--- src/inc/mlc_logger_regs.vh ---
// Register map, field positions, reset values and timing counts of the logging controller.
`ifndef MLC_LOGGER_REGS_VH
`define MLC_LOGGER_REGS_VH

// Register byte addresses.
`define MLC_ADDR_CTRL 10'h000
`define MLC_ADDR_STATUS 10'h004
`define MLC_ADDR_CMD 10'h008
`define MLC_ADDR_IRQ_STAT 10'h00c
`define MLC_ADDR_IRQ_MASK 10'h010
`define MLC_ADDR_TIME_LEFT 10'h014
`define MLC_ADDR_WR_PTR 10'h018
`define MLC_ADDR_USED 10'h01c
`define MLC_ADDR_CHCFG 10'h020
`define MLC_ADDR_RANGE 10'h040
`define MLC_ADDR_LABEL 10'h100

// CTRL fields.
`define MLC_CTRL_WRAP 0
`define MLC_CTRL_TRIG_LSB 1
`define MLC_CTRL_PER_LSB 3
`define MLC_CTRL_BL_TEMP 7
`define MLC_CTRL_RESET 8'h00

// Triggering modes.
`define MLC_TRIG_ALWAYS 2'h0
`define MLC_TRIG_HIGH 2'h1
`define MLC_TRIG_LOW 2'h2

// CMD bits.
`define MLC_CMD_CONFIRM 0
`define MLC_CMD_FREED 1

// Interrupt status bits.
`define MLC_IRQ_RECORD 0
`define MLC_IRQ_WARN 1
`define MLC_IRQ_FREED 2

// Remaining-time status codes.
`define MLC_TL_NORMAL 2'h0
`define MLC_TL_DISABLED 2'h1
`define MLC_TL_STOPPED 2'h2
`define MLC_TL_OVERWRITE 2'h3

// Channel record types and sensor types.
`define MLC_REC_NONE 2'h0
`define MLC_REC_CURRENT 2'h1
`define MLC_REC_AVERAGE 2'h2
`define MLC_SENS_INACTIVE 2'h0

// Channel configuration fields.
`define MLC_CH_SENS_LSB 2
`define MLC_CH_FILT_LSB 4
`define MLC_CH_OFS_LSB 8

// Limits.
`define MLC_NUM_CH 8
`define MLC_LABEL_LEN 9
`define MLC_PER_CHOICES 15
`define MLC_FILT_MAX 3'h5
`define MLC_RANGE_MAX 16'sd9999
`define MLC_RANGE_MIN -16'sd9999
`define MLC_OFS_MAX 8'sd99
`define MLC_OFS_MIN -8'sd99
`define MLC_MEM_WORDS 13'h1000

// Backlight timing in seconds.
`define MLC_BL_KEY_SEC 7'h3c
`define MLC_BL_PWRUP_SEC 7'h0a

`endif

--- src/design/mlc_logger.v ---
// Recording controller of an eight-channel temperature logger with register port.
`timescale 1ns/1ps
`include "mlc_logger_regs.vh"

module mlc_logger
(
  // Clock and reset.
  input wire clk_i,
  input wire arst_n_i,
  // Register port.
  input wire [9:0] reg_addr_i,
  input wire [31:0] reg_wdata_i,
  input wire reg_wr_i,
  input wire reg_rd_i,
  output reg [31:0] reg_rdata_o,
  output reg irq_o,
  // Real-time clock.
  input wire rtc_tick_i,
  input wire [11:0] rtc_sec_of_hour_i,
  // Measurements and digital gating input.
  input wire meas_valid_i,
  input wire [2:0] meas_ch_i,
  input wire [15:0] meas_val_i,
  input wire gate_in_i,
  // Non-volatile state seen at power-up.
  input wire nv_full_i,
  input wire nv_overwrite_i,
  // Measurement memory.
  output reg mem_wr_o,
  output reg [11:0] mem_addr_o,
  output reg [18:0] mem_data_o,
  // Keys and backlight.
  input wire key_i,
  output reg key_act_o,
  output reg backlight_o
);

  localparam [1:0] S_IDLE = 2'b01;
  localparam [1:0] S_SCAN = 2'b10;

  // Interval length in seconds; every choice divides one hour.
  function [11:0] per_sec;
    input [3:0] idx;
    begin
      case (idx)
        4'h0: per_sec = 12'd1;
        4'h1: per_sec = 12'd2;
        4'h2: per_sec = 12'd5;
        4'h3: per_sec = 12'd10;
        4'h4: per_sec = 12'd15;
        4'h5: per_sec = 12'd20;
        4'h6: per_sec = 12'd30;
        4'h7: per_sec = 12'd60;
        4'h8: per_sec = 12'd120;
        4'h9: per_sec = 12'd300;
        4'ha: per_sec = 12'd600;
        4'hb: per_sec = 12'd900;
        4'hc: per_sec = 12'd1200;
        4'hd: per_sec = 12'd1800;
        default: per_sec = 12'd3600;
      endcase
    end
  endfunction

  function signed [15:0] clamp_range;
    input signed [15:0] v;
    begin
      if (v > `MLC_RANGE_MAX)
        clamp_range = `MLC_RANGE_MAX;
      else if (v < `MLC_RANGE_MIN)
        clamp_range = `MLC_RANGE_MIN;
      else
        clamp_range = v;
    end
  endfunction

  reg [7:0] ctrl_q;
  reg [2:0] irq_mask_q;
  reg [15:0] chcfg_q [0:7];
  reg signed [15:0] lo_q [0:7];
  reg signed [15:0] hi_q [0:7];
  reg [7:0] label_q [0:71];
  reg signed [15:0] filt_q [0:7];
  reg signed [15:0] avg_q [0:7];
  reg [1:0] state_q;
  reg [2:0] scan_q;
  reg [11:0] wr_ptr_q;
  reg [12:0] used_q;
  reg full_q;
  reg ovw_q;
  reg warn_q;
  reg init_q;
  reg [2:0] irq_stat_q;
  reg [6:0] bl_cnt_q;
  reg [4:0] div_cnt_q;
  reg [23:0] div_num_q;
  reg [3:0] div_rem_q;
  reg [23:0] time_left_q;

  wire [1:0] trig = ctrl_q[`MLC_CTRL_TRIG_LSB +: 2];
  wire [3:0] per_idx = ctrl_q[`MLC_CTRL_PER_LSB +: 4];
  wire wrap_mode = ctrl_q[`MLC_CTRL_WRAP];
  wire bl_temp = ctrl_q[`MLC_CTRL_BL_TEMP];
  wire [11:0] period = per_sec(per_idx);
  wire [2:0] rch = reg_addr_i[4:2];
  wire [2:0] lab_ch = reg_addr_i[8:6];
  wire [3:0] lab_pos = reg_addr_i[5:2];
  wire [6:0] lab_idx = {1'b0, lab_ch} * 7'd9 + {3'h0, lab_pos};
  wire is_chcfg = reg_addr_i[9:5] == `MLC_ADDR_CHCFG >> 5;
  wire is_range = reg_addr_i[9:5] == `MLC_ADDR_RANGE >> 5;
  wire is_label = reg_addr_i[9:8] == 2'h1 && lab_pos < 4'd9;
  wire cmd_wr = reg_wr_i && reg_addr_i == `MLC_ADDR_CMD;
  wire confirm = cmd_wr && reg_wdata_i[`MLC_CMD_CONFIRM];
  wire freed = cmd_wr && reg_wdata_i[`MLC_CMD_FREED];

  wire rec_tick = rtc_tick_i && (rtc_sec_of_hour_i % period) == 12'h000;

  reg gate_ok;
  always @*
  begin
    case (trig)
      `MLC_TRIG_ALWAYS: gate_ok = 1'b1;
      `MLC_TRIG_HIGH: gate_ok = gate_in_i;
      `MLC_TRIG_LOW: gate_ok = ~gate_in_i;
      default: gate_ok = 1'b0;
    endcase
  end

  // Count of recording channels.
  reg [3:0] nch;
  integer k;
  always @*
  begin
    nch = 4'h0;
    for (k = 0; k < 8; k = k + 1)
      if (chcfg_q[k][1:0] != `MLC_REC_NONE)
        nch = nch + 4'h1;
  end

  wire [12:0] free_words = `MLC_MEM_WORDS - used_q;
  wire [1:0] scan_mode = chcfg_q[scan_q][1:0];
  wire scan_last = scan_q == 3'h7;
  wire mem_end = used_q == `MLC_MEM_WORDS - 13'h0001;

  // Configuration registers written by software.
  integer i;
  always @(posedge clk_i or negedge arst_n_i)
  begin
    if (!arst_n_i)
    begin
      ctrl_q <= `MLC_CTRL_RESET;
      irq_mask_q <= 3'h0;
      for (i = 0; i < 8; i = i + 1)
      begin
        chcfg_q[i] <= 16'h0000;
        lo_q[i] <= 16'sh0000;
        hi_q[i] <= 16'sh0000;
      end
      for (i = 0; i < 72; i = i + 1)
        label_q[i] <= 8'h20;
    end
    else if (reg_wr_i)
    begin
      if (reg_addr_i == `MLC_ADDR_CTRL)
      begin
        ctrl_q <= reg_wdata_i[7:0];
        if (reg_wdata_i[`MLC_CTRL_PER_LSB +: 4] >= `MLC_PER_CHOICES)
          ctrl_q[`MLC_CTRL_PER_LSB +: 4] <= 4'he;
      end
      if (reg_addr_i == `MLC_ADDR_IRQ_MASK)
        irq_mask_q <= reg_wdata_i[2:0];
      if (is_chcfg)
      begin
        chcfg_q[rch][3:0] <= reg_wdata_i[3:0];
        if (reg_wdata_i[`MLC_CH_SENS_LSB +: 2] == `MLC_SENS_INACTIVE)
          chcfg_q[rch][1:0] <= `MLC_REC_NONE;
        else if (reg_wdata_i[1:0] == 2'h3)
          chcfg_q[rch][1:0] <= `MLC_REC_NONE;
        if (reg_wdata_i[`MLC_CH_FILT_LSB +: 3] > `MLC_FILT_MAX)
          chcfg_q[rch][6:4] <= `MLC_FILT_MAX;
        else
          chcfg_q[rch][6:4] <= reg_wdata_i[`MLC_CH_FILT_LSB +: 3];
        chcfg_q[rch][7] <= 1'b0;
        if ($signed(reg_wdata_i[15:8]) > `MLC_OFS_MAX)
          chcfg_q[rch][15:8] <= `MLC_OFS_MAX;
        else if ($signed(reg_wdata_i[15:8]) < `MLC_OFS_MIN)
          chcfg_q[rch][15:8] <= `MLC_OFS_MIN;
        else
          chcfg_q[rch][15:8] <= reg_wdata_i[15:8];
      end
      // limits clamped and stored in order.
      if (is_range)
      begin
        if ($signed(reg_wdata_i[15:0]) > $signed(reg_wdata_i[31:16]))
        begin
          lo_q[rch] <= clamp_range(reg_wdata_i[31:16]);
          hi_q[rch] <= clamp_range(reg_wdata_i[15:0]);
        end
        else
        begin
          lo_q[rch] <= clamp_range(reg_wdata_i[15:0]);
          hi_q[rch] <= clamp_range(reg_wdata_i[31:16]);
        end
      end
      if (is_label)
        label_q[lab_idx] <= reg_wdata_i[7:0];
    end
  end

  // Input conditioning per channel.
  genvar g;
  generate
    for (g = 0; g < 8; g = g + 1)
    begin : g_cond
      wire signed [16:0] diff = {meas_val_i[15], meas_val_i} - {filt_q[g][15], filt_q[g]};
      wire signed [16:0] step = diff >>> chcfg_q[g][6:4];
      wire signed [15:0] filt_d = filt_q[g] + step[15:0];
      wire signed [15:0] res = filt_d + {{8{chcfg_q[g][15]}}, chcfg_q[g][15:8]};
      wire signed [16:0] adiff = {res[15], res} - {avg_q[g][15], avg_q[g]};
      wire signed [16:0] astep = adiff >>> 2;
      always @(posedge clk_i or negedge arst_n_i)
      begin
        if (!arst_n_i)
        begin
          filt_q[g] <= 16'sh0000;
          avg_q[g] <= 16'sh0000;
        end
        else if (meas_valid_i && meas_ch_i == g)
        begin
          filt_q[g] <= filt_d;
          avg_q[g] <= avg_q[g] + astep[15:0];
        end
      end
    end
  endgenerate

  // Recording sequencer, memory state and warnings.
  wire [2:0] irq_set = {freed, 1'b0, 1'b0};
  always @(posedge clk_i or negedge arst_n_i)
  begin
    if (!arst_n_i)
    begin
      state_q <= S_IDLE;
      scan_q <= 3'h0;
      wr_ptr_q <= 12'h000;
      used_q <= 13'h0000;
      full_q <= 1'b0;
      ovw_q <= 1'b0;
      warn_q <= 1'b0;
      init_q <= 1'b1;
      irq_stat_q <= 3'h0;
      mem_wr_o <= 1'b0;
      mem_addr_o <= 12'h000;
      mem_data_o <= 19'h00000;
    end
    else
    begin
      mem_wr_o <= 1'b0;
      if (reg_wr_i && reg_addr_i == `MLC_ADDR_IRQ_STAT)
        irq_stat_q <= (irq_stat_q & ~reg_wdata_i[2:0]) | irq_set;
      else
        irq_stat_q <= irq_stat_q | irq_set;
      if (confirm)
        warn_q <= 1'b0;
      // full warning raised again after power-up; wrap_mode is still at reset (0) here.
      if (init_q)
      begin
        init_q <= 1'b0;
        full_q <= nv_full_i & ~wrap_mode;
        ovw_q <= nv_overwrite_i & wrap_mode;
        if ((nv_full_i & ~wrap_mode) | (nv_overwrite_i & wrap_mode))
          warn_q <= 1'b1;
      end
      // full flag cleared when memory is freed.
      if (freed)
      begin
        used_q <= 13'h0000;
        full_q <= 1'b0;
        ovw_q <= 1'b0;
      end
      case (state_q)
        S_IDLE:
        begin
          // halted while full in stop mode.
          if (rec_tick && gate_ok && !full_q && !freed && nch != 4'h0)
          begin
            state_q <= S_SCAN;
            scan_q <= 3'h0;
          end
        end
        S_SCAN:
        begin
          if (scan_mode != `MLC_REC_NONE && !full_q)
          begin
            // average or corrected current value stored per channel record type.
            mem_wr_o <= 1'b1;
            mem_addr_o <= wr_ptr_q;
            mem_data_o <= {scan_q, scan_mode == `MLC_REC_AVERAGE ? avg_q[scan_q]
                                                                 : g_res(scan_q)};
            // pointer wraps to the start address.
            wr_ptr_q <= wr_ptr_q + 12'h001;
            if (mem_end || used_q == `MLC_MEM_WORDS)
            begin
              if (wrap_mode)
              begin
                // warn on the first overwrite only.
                if (!ovw_q && used_q == `MLC_MEM_WORDS)
                begin
                  warn_q <= 1'b1;
                  irq_stat_q[`MLC_IRQ_WARN] <= 1'b1;
                end
                ovw_q <= used_q == `MLC_MEM_WORDS;
                used_q <= `MLC_MEM_WORDS;
              end
              else
              begin
                // full at the end of memory.
                full_q <= 1'b1;
                warn_q <= 1'b1;
                irq_stat_q[`MLC_IRQ_WARN] <= 1'b1;
                used_q <= `MLC_MEM_WORDS;
              end
            end
            else
              used_q <= used_q + 13'h0001;
          end
          if (scan_last || full_q)
          begin
            state_q <= S_IDLE;
            irq_stat_q[`MLC_IRQ_RECORD] <= 1'b1;
          end
          scan_q <= scan_q + 3'h1;
        end
        default:
          state_q <= S_IDLE;
      endcase
    end
  end

  // Corrected current value of a channel.
  function signed [15:0] g_res;
    input [2:0] ch;
    begin
      g_res = filt_q[ch] + {{8{chcfg_q[ch][15]}}, chcfg_q[ch][15:8]};
    end
  endfunction

  // free words times interval over channel count.
  wire [23:0] div_num0 = free_words[11:0] * period + (free_words[12] ? {period, 12'h000} : 24'h0);
  wire [4:0] div_t = {div_rem_q, div_num_q[23]};
  wire div_ge = div_t >= {1'b0, nch};
  wire [4:0] div_sub = div_t - {1'b0, nch};
  always @(posedge clk_i or negedge arst_n_i)
  begin
    if (!arst_n_i)
    begin
      div_cnt_q <= 5'h00;
      div_num_q <= 24'h000000;
      div_rem_q <= 4'h0;
      time_left_q <= 24'h000000;
    end
    else if (div_cnt_q == 5'h00 || nch == 4'h0)
    begin
      div_cnt_q <= 5'd24;
      div_num_q <= div_num0;
      div_rem_q <= 4'h0;
    end
    else
    begin
      div_rem_q <= div_ge ? div_sub[3:0] : div_t[3:0];
      div_num_q <= {div_num_q[22:0], div_ge};
      div_cnt_q <= div_cnt_q - 5'h01;
      if (div_cnt_q == 5'h01)
        time_left_q <= {div_num_q[22:0], div_ge};
    end
  end

  reg [1:0] tl_code;
  always @*
  begin
    if (nch == 4'h0)
      tl_code = `MLC_TL_DISABLED;
    else if (full_q)
      tl_code = `MLC_TL_STOPPED;
    else if (ovw_q)
      tl_code = `MLC_TL_OVERWRITE;
    else
      tl_code = `MLC_TL_NORMAL;
  end

  // Backlight and key filtering.
  always @(posedge clk_i or negedge arst_n_i)
  begin
    if (!arst_n_i)
    begin
      bl_cnt_q <= `MLC_BL_PWRUP_SEC;
      backlight_o <= 1'b1;
      key_act_o <= 1'b0;
    end
    else
    begin
      // first key only wakes the backlight.
      key_act_o <= key_i && (!bl_temp || backlight_o);
      if (key_i)
        bl_cnt_q <= `MLC_BL_KEY_SEC;
      else if (rtc_tick_i && bl_cnt_q != 7'h00)
        bl_cnt_q <= bl_cnt_q - 7'h01;
      backlight_o <= !bl_temp || key_i || (bl_cnt_q != 7'h00 &&
                     !(rtc_tick_i && bl_cnt_q == 7'h01));
    end
  end

  // Read data and interrupt line.
  reg [31:0] rdata_d;
  always @*
  begin
    rdata_d = 32'h00000000;
    if (reg_addr_i == `MLC_ADDR_CTRL)
      rdata_d = {24'h000000, ctrl_q};
    else if (reg_addr_i == `MLC_ADDR_STATUS)
      rdata_d = {26'h0000000, backlight_o, tl_code, warn_q, ovw_q, full_q};
    else if (reg_addr_i == `MLC_ADDR_IRQ_STAT)
      rdata_d = {29'h00000000, irq_stat_q};
    else if (reg_addr_i == `MLC_ADDR_IRQ_MASK)
      rdata_d = {29'h00000000, irq_mask_q};
    else if (reg_addr_i == `MLC_ADDR_TIME_LEFT)
      rdata_d = {8'h00, time_left_q};
    else if (reg_addr_i == `MLC_ADDR_WR_PTR)
      rdata_d = {20'h00000, wr_ptr_q};
    else if (reg_addr_i == `MLC_ADDR_USED)
      rdata_d = {19'h00000, used_q};
    else if (is_chcfg)
      rdata_d = {16'h0000, chcfg_q[rch]};
    else if (is_range)
      rdata_d = {hi_q[rch], lo_q[rch]};
    else if (is_label)
      rdata_d = {24'h000000, label_q[lab_idx]};
  end

  always @(posedge clk_i or negedge arst_n_i)
  begin
    if (!arst_n_i)
    begin
      reg_rdata_o <= 32'h00000000;
      irq_o <= 1'b0;
    end
    else
    begin
      reg_rdata_o <= reg_rd_i ? rdata_d : 32'h00000000;
      irq_o <= |(irq_stat_q & irq_mask_q);
    end
  end

endmodule // mlc_logger

--- config.mk ---
export PLATFORM = sky130hd
export DESIGN_NAME = mlc_logger
export DESIGN_NICKNAME = d
export VERILOG_FILES = /design/src/design/mlc_logger.v
export VERILOG_INCLUDE_DIRS = /design/src /design/src/inc
export SDC_FILE = /design/constraint.sdc
export NUM_CORES = 2
export LEC_CHECK = 0
export BUFFER_PORTS_ARGS = -buffer_cell sky130_fd_sc_hd__buf_2
export CAP_MARGIN = 10
export CORE_AREA = 2 2 581 583
export CTS_CLUSTER_DIAMETER = 200
export DETAILED_ROUTE_END_ITERATION = 12
export DIE_AREA = 0 0 583 585
export SYNTH_ARGS = -nofsm -noshare
export SYNTH_HDL_FRONTEND = slang
export SYNTH_SLANG_ARGS = --single-unit
--- constraint.sdc ---
create_clock -name clk_i -period 18.29 [get_ports clk_i]
set_clock_uncertainty 0.05 [all_clocks]
set_input_delay 1.829 -clock clk_i [delete_from_list [all_inputs] [get_ports clk_i]]
set_output_delay 1.829 -clock clk_i [all_outputs]
set_load 0.05 [all_outputs]
==> flow_metrics.tcl <==
set metrics [dict create \
    min_from "label_q[461]$_DFFE_PN1P_" \
    yosysTopAreaCell "dfrtp_1" \
    cts.path.max_buffers 3 \
    cts_sinks 1363 \
    slew_violations 0 \
    gr-usage-met1_pct 24.4 \
    synth_seq_area_share_pct 34.1 \
    finalCriticalPeriod_ps 18140 \
    final_util_pct 34.1 \
    design.die.area_um2 341000 \
    clock_latency_ps 860 \
    ios 150 \
    postCtsHoldBufs 0 \
    final_cell_mix "dfrtp_1, nand2_1, mux2_2, ha_1, o21ai_0" \
    num_vias 79100 \
    crit_path_frequent_cell "ha_4" \
    dieWidth_um 583 \
    final_common_cell "dfrtp_1" \
    critPathMaxStageDelay_ps 550 \
    area_delta_synth_final_pct 14.0 \
    hp-class "register to register" \
    r2r-end "scan_q[2]$_DFFE_PN0P_" \
    synth-edff-count 0 \
    min_period_over_period_pct 99.2 \
    fin_nets 11600 \
    hold_violations 0 \
    final-setup-viol-count 0 \
    dpl_cell_area_um2 107000 \
    max-cap-violations 0 \
    synth_cells 10500 \
    drc_errors 0 \
    grt_pass1_wl_um 473000 \
    rows 213 \
    maxSlewHeadroom_pct 19.8 \
    async_flop_share_pct 100 \
    clock.fmax_mhz 55.1 \
    yosys_register_bits 1363 \
    post_drt_wl_per_cell_um 20.6 \
    grt_setup_unrepaired "yes" \
    busiest_layer "met2" \
    grt_use_total_pct 17.9 \
    syn_area_per_cell_um2 9.59 \
    synth_nets 11500 \
    gr-total-overflow 0 \
    core_area_um2 335000 \
    critPathKind "primary input to register" \
    gr-usage-met2_pct 28.8 \
    worstRegToRegCells 83 \
    ys.flop_type "dfrtp_1" \
    status "complete, no violations" \
    cts_buffers 160 \
    start_util_pct 29.9 \
    antenna_found_initial 34 \
    critPathRequiredTime_ps 18940 \
    drtIter0Drc 5621 \
    synth_area_um2 100000 \
    tightest_slew_ps 1190 \
    worst_setup_path_start_kind "primary input" \
    cpMaxStageDelayCell "or4_4" \
    io_buffers 149 \
    cts.clk_slew.worst_paths_ps 70 \
    hpwl_um 232000 \
    crit_path_end_kind "register" \
    crit_arrival_ps 18790 \
    grt_pass1_vias 77800 \
    htree_levels 4 \
    yosysWarnings 0 \
    grt_max_degree 173 \
    holdPathEnd "label_q[461]$_DFFE_PN1P_" \
    final_cell_area_um2 114000 \
    tritoncts "yes" \
    wirelength_um 311000 \
    gp_congestion 0.914 \
    drive_gt1_share_pct 20.1 \
    final_cells 15100 \
    antenna_left 0 \
    synth_cell_types 114 \
    reg2reg_from "ctrl_q[3]$_DFFE_PN0P_" \
    die_y_um 585 \
    synth_area_leaders "dfrtp_1, ha_1, mux2_2" \
    root_buffer "clkbuf_16" \
    worstPathMaxFanout 7 \
    r2r_slack_ps 410 \
    gr-usage-met3_pct 3.12 \
    dp_cells 14800 \
    critPathLaunch "rtc_sec_of_hour_i[11]" \
    dr.pass1.iters 9 \
    timing.hold.ws_ps 314 \
    avgViaCountPerCell 5.24 \
    synth.top_cell.area_share_pct 32.1 \
    whs_path_depth 0 \
]
-- cell usage after synthesis (46+ instances only) --
master and n:
dfrtp_1 1286, nand2_1 984, mux2_2 822, ha_1 816, o21ai_0 770, inv_1 683, nor2_1 659, clkbuf_1 505
a21oi_1 457, xnor2_1 420, mux2i_1 254, o22ai_1 252, nor3_1 223, xor2_1 191, mux4_2 187, fa_1 148
nand3_1 141, nand2b_1 139, nor2b_1 116, o21a_1 95, or3_1 90, dfstp_2 77, o211ai_1 73, buf_1 69
a21o_1 68, a31oi_1 67, and3_1 67, and2_1 62, nor4_1 55, a211oi_1 54, o21bai_1 46
-- how the worst max path moves through the flow --
| stage | endpoint | slack, ps | depth (start not counted) |
|---|---|---|---|
| 4_1_cts | scan_q[2]$_DFFE_PN0P_ | 0.04 | 84 |
| 3_5_place_dp | scan_q[2]$_DFFE_PN0P_ | -1560 | 82 |
| 2_1_floorplan | scan_q[1]$_DFFE_PN0P_ | 20 | 78 |
| 5_1_grt | scan_q[2]$_DFFE_PN0P_ | -580 | 84 |
| 6_report | scan_q[2]$_DFFE_PN0P_ | 150 | 81 |
| 3_3_place_gp | scan_q[2]$_DFFE_PN0P_ | -1350 | 82 |
-- cell type report --
cell class	count	area [um2]
Clock buffer	223	4560
Multi-Input combinational cell	7798	62300
Timing Repair Buffer	549	3870
Clock inverter	76	1260
Antenna cell	8	20.0
Sequential cell	1363	34200
Tap cell	4407	5510
Inverter	690	2590
Fill cell	34000	221000
-- critical path, delay by kind of cell --
family                     cells  cell delay (ps)
and+or+nand+nor               21             5030
adders and majority gates     12             3100
muxes                          3              890
xor gates and xnor gates       1              100
AOI/OAI and AO/OA             34             6460
buffers and inverters         10             1300
-- cell families (layout without fill, tap and decap cells) --
kind of cell,Yosys count,count (layout),synth area share (%)
XOR/XNOR,614,614,5.39
multiplexers,1263,1263,16.0
flip-flops,1363,1363,34.1
AND/OR/NAND/NOR,2660,2660,12.2
adder cells (fa/ha/maj),964,964,13.1
buffers and inverters,1292,1538,4.90
other,1,9,0.00374
AO/OA/AOI/OAI,2296,2296,14.3
-- sequential cells by signal, summed over array words and instances (netlist names), 4 cells and up --
signal,flops
avg_q,128
bl_cnt_q,7
chcfg_q,128
ctrl_q,8
div_cnt_q,5
div_num_q,24
div_rem_q,4
filt_q,128
hi_q,128
label_q,544
lo_q,128
mem_addr_o,12
mem_data_o,19
reg_rdata_o,32
time_left_q,24
used_q,13
wr_ptr_q,12
-- repair_timing --
item,4_1_cts,5_1_grt
pin swaps,14,87
buffers inserted,9,35
endpoints found under the setup margin,5,5
gates resized for setup,29,134
-- per-stage QoR --
stage          TNS, ps  worst slack, ps
3_5_place_dp     -7740            -1560
4_1_cts              0           0.0355
2_1_floorplan        0             16.3
3_3_place_gp     -6680            -1350
5_1_grt          -2830             -585
6_report             0              146
-- routing by layer --
| metal | share of wire [%] | vias up |
|---|---|---|
| met5 | 0.041 | - |
| met4 | 3.0 | 18 |
| met3 | 6.4 | 465 |
| met2 | 46 | 2020 |
| met1 | 45 | 39100 |
| li1 | - | 37500 |
Power is not shown: default switching activity piles up to over one toggle a cycle in this logic, so the estimate is an artifact.
